### src/logic/gp6_cfg.svh
// Offsets, field positions, reset values and pin numbers for the port-six block
`ifndef GP6_CFG_SVH
`define GP6_CFG_SVH

`define GP6_ADDR_W        4
`define GP6_OFF_DATA      4'h0
`define GP6_OFF_DIR       4'h1
`define GP6_OFF_PULL      4'h2
`define GP6_OFF_STBY      4'h3
`define GP6_OFF_STATUS    4'h4

`define GP6_RST_DATA      8'h00
`define GP6_RST_DIR       8'h00
`define GP6_RST_PULL      8'h00
`define GP6_RST_STBY      8'h00

`define GP6_STBY_PIN_BIT  0
`define GP6_STBY_SCK_BIT  1
`define GP6_STBY_SIN_BIT  2

`define GP6_PIN_SCK       5
`define GP6_PIN_SIN       7
`define GP6_PIN_TCLK      4

// Peripheral outputs exist on pins 0-3, 5 and 6 only
`define GP6_PERIPH_OE_MASK 8'h6F

`endif

### src/logic/gp6_pkg.sv
// Types shared by the port-six block
package gp6_pkg;

   // Register bus request from the CPU side
   typedef struct packed {
      logic [3:0] addr;
      logic [7:0] wdata;
      logic       wr;
      logic       rd;
      logic       rmw;
   } gp6_req_t;

   // Peripheral outputs that may take over pins 0, 1, 2, 3, 5 and 6
   typedef struct packed {
      logic [7:0] oe;
      logic [7:0] dout;
   } gp6_periph_t;

   typedef enum logic {
      GP6_RUN,
      GP6_PARK
   } gp6_mode_t;

endpackage : gp6_pkg

### src/logic/gp6_port.sv
// Eight-pin general-purpose port with shared peripheral pins and standby parking
`include "gp6_cfg.svh"

//----------------------------------------------------------------------
// How it works
// - Direction bit one makes pin an output
// - Output pin drives its data latch bit
// - Data write updates latch, shows on outputs
// - Output pin reads back latch, not pin
// - Direction bit zero makes pin an input
// - Input pin latch updates but stays undriven
// - Input pin: ordinary read pin, RMW latch
// - Peripheral output enable takes over the pin
// - Peripheral-driven pin reads pin level; RMW latch
// - Ordinary read shows pin despite peripheral input
// - Reset clears all direction bits
// - Standby with pin bit forces high impedance
// - Parked pins block input; parked input pins read low
// - Serial clock/data-in stay open if enabled
// - Pin bit zero keeps pins unchanged
// - Pull-up select bit connects pull-up
// - Low driven output disconnects pull-up
// - Register bit n maps to pin n
// - Fixed pin sharing with pulse, timer, serial
//----------------------------------------------------------------------

module gp6_port
   import gp6_pkg::*;
#(
   parameter int WIDTH = 8
) (
   // Clock, reset, enable
   input  wire logic              i_clk,
   input  wire logic              i_nrst,
   input  wire logic              i_ce,
   // Register port
   input  wire gp6_req_t          i_req,
   output logic [7:0]             o_rdata,
   // Standby request from the power controller (stop or watch)
   input  wire logic              i_standby,
   // Interrupt enables for the serial clock and data-in pins
   input  wire logic              i_irq_sck_en,
   input  wire logic              i_irq_sin_en,
   // Peripheral side
   input  wire logic              i_pulse_gen1_out_a,
   input  wire logic              i_pulse_gen1_out_b,
   input  wire logic              i_comp_timer1_out_a,
   input  wire logic              i_comp_timer1_out_b,
   input  wire logic              i_serial_clk_out,
   input  wire logic              i_serial_data_out,
   input  wire logic [WIDTH-1:0]  i_periph_oe,
   output logic                   o_comp_timer1_clk_in,
   output logic                   o_serial_clk_in,
   output logic                   o_serial_data_in,
   // Pins
   input  wire logic [WIDTH-1:0]  i_pin,
   output logic [WIDTH-1:0]       o_pin,
   output logic [WIDTH-1:0]       o_pin_oe,
   output logic [WIDTH-1:0]       o_pullup_en
);

   //----------------------------------------------------------------------
   // Registers and state
   //----------------------------------------------------------------------
   logic [WIDTH-1:0] data_r;
   logic [WIDTH-1:0] dir_r;
   logic [WIDTH-1:0] pull_r;
   logic [7:0]       stby_r;
   gp6_mode_t        mode_r;
   logic [WIDTH-1:0] sync1_r;
   logic [WIDTH-1:0] sync2_r;
   logic [WIDTH-1:0] sync3_r;
   logic [WIDTH-1:0] pin_lvl_r;
   gp6_periph_t      per;
   logic [WIDTH-1:0] open_mask;
   logic [WIDTH-1:0] in_gated;
   logic [WIDTH-1:0] drv_oe;
   logic [WIDTH-1:0] drv_val;
   logic [7:0]       rdata_nxt;
   logic             parked;

   function automatic logic hit(input gp6_req_t r, input logic [3:0] off);
      hit = (r.addr == off);
   endfunction : hit

   //----------------------------------------------------------------------
   // Peripheral pin sharing
   //----------------------------------------------------------------------
   always_comb begin
      per.dout    = '0;
      per.dout[0] = i_pulse_gen1_out_a;
      per.dout[1] = i_pulse_gen1_out_b;
      per.dout[2] = i_comp_timer1_out_a;
      per.dout[3] = i_comp_timer1_out_b;
      per.dout[5] = i_serial_clk_out;
      per.dout[6] = i_serial_data_out;
      // Pins 4 and 7 are input-only for their peripherals
      per.oe      = i_periph_oe & `GP6_PERIPH_OE_MASK;
   end

   //----------------------------------------------------------------------
   // Pin drive
   //----------------------------------------------------------------------
   assign parked = (mode_r == GP6_PARK);

   genvar g;
   generate
      for (g = 0; g < WIDTH; g++) begin : g_pin
         // Peripheral wins over the latch; software must avoid both at once
         assign drv_oe[g]  = per.oe[g] | dir_r[g];
         assign drv_val[g] = per.oe[g] ? per.dout[g] : data_r[g];
      end
   endgenerate

   // Standby mode tracking; pin bit zero leaves everything as it was
   always_ff @(posedge i_clk or negedge i_nrst) begin
      if (!i_nrst) begin
         mode_r <= GP6_RUN;
      end else if (i_ce) begin
         if (i_standby && stby_r[`GP6_STBY_PIN_BIT]) begin
            mode_r <= GP6_PARK;
         end else begin
            mode_r <= GP6_RUN;
         end
      end
   end

   always_ff @(posedge i_clk or negedge i_nrst) begin
      if (!i_nrst) begin
         o_pin       <= '0;
         o_pin_oe    <= '0;
         o_pullup_en <= '0;
      end else if (i_ce) begin
         o_pin       <= drv_val;
         o_pin_oe    <= parked ? '0 : drv_oe;
         // Pull-up dropped while driving low to avoid needless current
         o_pullup_en <= parked ? '0 : (pull_r & ~(drv_oe & ~drv_val));
      end
   end

   //----------------------------------------------------------------------
   // Input path
   //----------------------------------------------------------------------
   always_ff @(posedge i_clk or negedge i_nrst) begin
      if (!i_nrst) begin
         sync1_r <= '0;
         sync2_r <= '0;
         sync3_r <= '0;
      end else if (i_ce) begin
         sync1_r <= i_pin;
         sync2_r <= sync1_r;
         sync3_r <= sync2_r;
      end
   end

   generate
      for (g = 0; g < WIDTH; g++) begin : g_in
         // A level change counts once two stages agree
         always_ff @(posedge i_clk or negedge i_nrst) begin
            if (!i_nrst) begin
               pin_lvl_r[g] <= 1'b0;
            end else if (i_ce && (sync2_r[g] == sync3_r[g])) begin
               pin_lvl_r[g] <= sync3_r[g];
            end
         end
      end
   endgenerate

   always_comb begin
      open_mask                 = parked ? '0 : '1;
      open_mask[`GP6_PIN_SCK]   = ~parked | stby_r[`GP6_STBY_SCK_BIT] | i_irq_sck_en;
      open_mask[`GP6_PIN_SIN]   = ~parked | stby_r[`GP6_STBY_SIN_BIT] | i_irq_sin_en;
      in_gated                  = pin_lvl_r & open_mask;
   end

   always_ff @(posedge i_clk or negedge i_nrst) begin
      if (!i_nrst) begin
         o_comp_timer1_clk_in <= 1'b0;
         o_serial_clk_in      <= 1'b0;
         o_serial_data_in     <= 1'b0;
      end else if (i_ce) begin
         o_comp_timer1_clk_in <= in_gated[`GP6_PIN_TCLK];
         o_serial_clk_in      <= in_gated[`GP6_PIN_SCK];
         o_serial_data_in     <= in_gated[`GP6_PIN_SIN];
      end
   end

   //----------------------------------------------------------------------
   // Register writes
   //----------------------------------------------------------------------
   always_ff @(posedge i_clk or negedge i_nrst) begin
      if (!i_nrst) begin
         data_r <= `GP6_RST_DATA;
      end else if (i_ce && i_req.wr && hit(i_req, `GP6_OFF_DATA)) begin
         data_r <= i_req.wdata[WIDTH-1:0];
      end
   end

   always_ff @(posedge i_clk or negedge i_nrst) begin
      if (!i_nrst) begin
         dir_r <= `GP6_RST_DIR;
      end else if (i_ce && i_req.wr && hit(i_req, `GP6_OFF_DIR)) begin
         dir_r <= i_req.wdata[WIDTH-1:0];
      end
   end

   always_ff @(posedge i_clk or negedge i_nrst) begin
      if (!i_nrst) begin
         pull_r <= `GP6_RST_PULL;
      end else if (i_ce && i_req.wr && hit(i_req, `GP6_OFF_PULL)) begin
         pull_r <= i_req.wdata[WIDTH-1:0];
      end
   end

   always_ff @(posedge i_clk or negedge i_nrst) begin
      if (!i_nrst) begin
         stby_r <= `GP6_RST_STBY;
      end else if (i_ce && i_req.wr && hit(i_req, `GP6_OFF_STBY)) begin
         stby_r <= {5'h00, i_req.wdata[2:0]};
      end
   end

   //----------------------------------------------------------------------
   // Register reads
   //----------------------------------------------------------------------
   always_comb begin
      rdata_nxt = 8'h00;
      case (i_req.addr)
         `GP6_OFF_DATA: begin
            // Output pins echo the latch; others show the pin unless RMW
            rdata_nxt = i_req.rmw ? data_r
                      : ((data_r & dir_r & ~per.oe) | (in_gated & ~(dir_r & ~per.oe)));
         end
         `GP6_OFF_DIR:    rdata_nxt = dir_r;
         `GP6_OFF_PULL:   rdata_nxt = pull_r;
         `GP6_OFF_STBY:   rdata_nxt = stby_r;
         `GP6_OFF_STATUS: rdata_nxt = {7'h00, parked};
         default:         rdata_nxt = 8'h00;
      endcase
   end

   always_ff @(posedge i_clk or negedge i_nrst) begin
      if (!i_nrst) begin
         o_rdata <= 8'h00;
      end else if (i_ce) begin
         o_rdata <= i_req.rd ? rdata_nxt : 8'h00;
      end
   end

endmodule : gp6_port

### config.mk
export PLATFORM = sky130hd
export DESIGN_NAME = gp6_port
export DESIGN_NICKNAME = d
export VERILOG_FILES = /design/src/logic/gp6_pkg.sv /design/src/logic/gp6_port.sv
export VERILOG_INCLUDE_DIRS = /design/src /design/src/logic
export SDC_FILE = /design/constraint.sdc
export NUM_CORES = 1
export LEC_CHECK = 0
export ABC_AREA = 1
export BUFFER_PORTS_ARGS = -buffer_cell sky130_fd_sc_hd__buf_2
export CAP_MARGIN = 20
export CELL_PAD_IN_SITES_DETAIL_PLACEMENT = 2
export CELL_PAD_IN_SITES_GLOBAL_PLACEMENT = 2
export CORE_ASPECT_RATIO = 0.7
export CORE_MARGIN = 10
export CORE_UTILIZATION = 29
export CTS_CLUSTER_DIAMETER = 200
export CTS_CLUSTER_SIZE = 30
export DETAILED_ROUTE_END_ITERATION = 6
export GPL_TIMING_DRIVEN = 0
export PLACE_DENSITY = 0.85
export RECOVER_POWER = 25
export SLEW_MARGIN = 20
export SYNTH_ARGS = -nofsm -noshare
export SYNTH_HDL_FRONTEND = slang
export SYNTH_SLANG_ARGS = --single-unit
### constraint.sdc
create_clock -name i_clk -period 1.15 [get_ports i_clk]
set_input_delay 0.0575 -clock i_clk [delete_from_list [all_inputs] [get_ports i_clk]]
set_output_delay 0.0575 -clock i_clk [all_outputs]
set_load 0.05 [all_outputs]
==> flow_summary.ini <==
[clock_tree]
clock-sinks = 95
cts-root-buf = clkbuf_16
numCtsBuffers = 9
clk_pin_slew_ns = 0.07
clock_latency_ns = 0.36
htreeDepth = 3
cts.path.max_buffers = 2
cts_tree = yes

[routing]
vias = 4067
met2_length_um = 7810
wl_um = 16400
wl_met1_um = 7510
postRouteAntennaNets = 0
drt_iter0_markers = 224
drc = 0
routedWlPerCell_um = 19.7
drt-vias-per-instance = 4.88
first_pass_iters = 4
topRoutingLayerUsed = met4
wl_met3_um = 870

[worst_hold_path]
hold_depth = 3
whs_endpoint = pull_r[6]$_DFFE_PN0P_
hp-start = i_req[9]
hp-class = input port to register

[power_and_ir_drop]
leakage_uw = 0.00300
finalPower_uw = 9610
vdd_drop_max_uv = 748
power.density_cell_area_mw_per_mm2 = 1700

[synthesis]
synthMuxAreaShare_pct = 0
synth_top_family_by_area = simple AND/OR/NAND/NOR gates
synthXorXnorAreaFrac_pct = 0
seq_area_frac_synth_pct = 54.6
syn_area_per_cell_um2 = 8.24
syn_nets = 571
yosys.area_share.simple_pct = 26.2
synth_compound_area_share_pct = 11.5
yosysWarnings = 0
synthAdderAreaFrac_pct = 0
synthCells = 528
netlist_area_mm2 = 0.00435
synth.distinct_cells = 23
ys_ff_latch = 95

[setup_path]
endpoint_kind = register
r2r_end = o_pullup_en[6]$_DFFE_PN0P_
reg2reg_depth = 7
path_class = register to register
r2r_start = mode_r$_DFFE_PN0P_
critPathMaxFanout = 5
required_ns = 1.40
ff2ff_setup_slack_ns = -0.14
cp_data_arrival_time_ns = 1.54
startpoint_type = register

[final_layout]
area_growth_syn_to_layout_pct = 30.2
final_common_cell = nand2_1
design_area_mm2 = 0.00567
final_cell_mix = 176 x nand2_1, 95 x dfrtp_1, 74 x buf_2
instances_no_fill = 833
drive_above_1_share_pct = 27.9
nFillCells = 1681
num-nets-final = 675
fin_util_pct = 38.5

[timing]
fin_crit_sh_pct = 112
fin_crit_ns = 1.29
worst_slew_pin_slew_ns = 0.743
slew_violations = 0
hold_viol = 0
rsz0062_at_grt = true
worst_slack_ns = -0.140
setup-violations-final = 15
max_freq_mhz = 775
clock_skew_ns = 0.00583
slew_headroom_pct = 50.4

[global_route]
grt_max_degree = 51
grt_pass1_vias = 4625
grt_pass1_wl_um = 25800
antenna_found_initial = 1
grtUsageTotal_pct = 16.1
gr-total-overflow = 0

[placed_design]
placed_area_mm2 = 0.00500
dp_slack_ns = -0.510
io_buffers = 74
gp_congestion = 0.820
place_hpwl_um = 11900
dp.cells = 798

[floorplan]
start_util_pct = 29.6
io_pins = 78
fp.dieH_um = 122
dieArea_mm2 = 0.0204
core_mm2 = 0.0147
num_rows = 37
die_w_um = 166

[job]
drv_cap = 0

[status]
outcome = complete, but fails checks
violations = negative setup slack
==> flip-flops by register name, summed over array words and instances, names as in the netlist <==
name,flops
data_r,8
dir_r,8
mode_r,1
o_comp_timer1_clk_in,1
o_pin,8
o_pin_oe,8
o_pullup_en,8
o_rdata,8
o_serial_clk_in,1
o_serial_data_in,1
pin_lvl_r,8
pull_r,8
stby_r,3
sync1_r,8
sync2_r,8
sync3_r,8
==> synthesized netlist by cell type, drive strengths merged <==
master / count / area, um2
nand2: 197 / 762
dfrtp: 95 / 2380
o21ai: 79 / 467
inv: 58 / 218
nand3: 44 / 238
nor2: 30 / 133
clkbuf: 9 / 33.8
buf: 8 / 73.8
a21oi: 3 / 15.0
a32o: 2 / 20.0
clkinv: 2 / 8.75
or2: 1 / 6.26
==> metrics by stage <==
stage                     setup TNS, ns  hold WS, ns
after global placement           -96.40        0.264
after detailed placement          -8.48       0.0461
final                             -1.35       0.0143
after global routing              -2.72       0.0209
after floorplan                       0       -0.238
after CTS                        -0.668       0.0139
==> how the worst max path moves through the flow <==
stage / end / from / slack, ns / depth (start not counted)
finish: o_pullup_en[6]$_DFFE_PN0P_ / mode_r$_DFFE_PN0P_ / -0.14 / 7
global placement: stby_r[0]$_DFFE_PN0P_ / i_nrst / -0.96 / 1
global route: o_pullup_en[6]$_DFFE_PN0P_ / mode_r$_DFFE_PN0P_ / -0.19 / 7
CTS: o_rdata[5]$_DFFE_PN0P_ / mode_r$_DFFE_PN0P_ / -0.1 / 9
floorplan: o_pullup_en[4]$_DFFE_PN0P_ / mode_r$_DFFE_PN0P_ / 0.03 / 4
detailed placement: o_pullup_en[4]$_DFFE_PN0P_ / mode_r$_DFFE_PN0P_ / -0.51 / 4
==> timing repair <==
item	in CTS	in global routing
endpoints found under the setup margin	26	19
setup buffers	7	1
pin swaps	12	9
gates resized for setup	34	23
hold buffers	10	0
endpoints found under the hold margin	58	0
==> report_power, final <==
part	internal, uW	switching, uW	leakage [uW]
Clock	1910	1420	0.000156
Combinational	631	1490	0.00161
Sequential	3780	379	0.00123
Total	6330	3290	0.00300
==> per-layer routing <==
layer | track usage [%] | vias up
met5 | 0 | -
met4 | 3.28 | 0
met3 | 4.89 | 17
met2 | 26.9 | 90
met1 | 20.3 | 2082
li1 | - | 1878
==> kinds of logic (layout without fill, tap and decap cells) <==
kind of cell / after synthesis / count (layout)
flops: 95 / 95
other cells: 0 / 1
buf+inv: 77 / 186
simple gates: 272 / 272
compound gates: 84 / 84
==> worst max-delay path, cell delays in order, from the launching register on <==
cell	delay, ns
dfrtp_1	0.41
clkinv_4	0.12
buf_12	0.15
nand2_8	0.07
clkinvlp_4	0.14
buf_6	0.16
nand3_2	0.07
nand2_1	0.05
==> layout make-up <==
type	instances	area [um2]	area share [%]
clock buffer	9	225	3.97
inverter	60	235	4.15
antenna	1	2.50	0.0442
buffer	17	109	1.92
multi-input combinational	356	1790	31.6
sequential	95	2380	41.9
clock inverter	7	95.1	1.68
timing repair buffer	93	587	10.4
tap	195	244	4.30
Power figures use the tool's default switching activity.
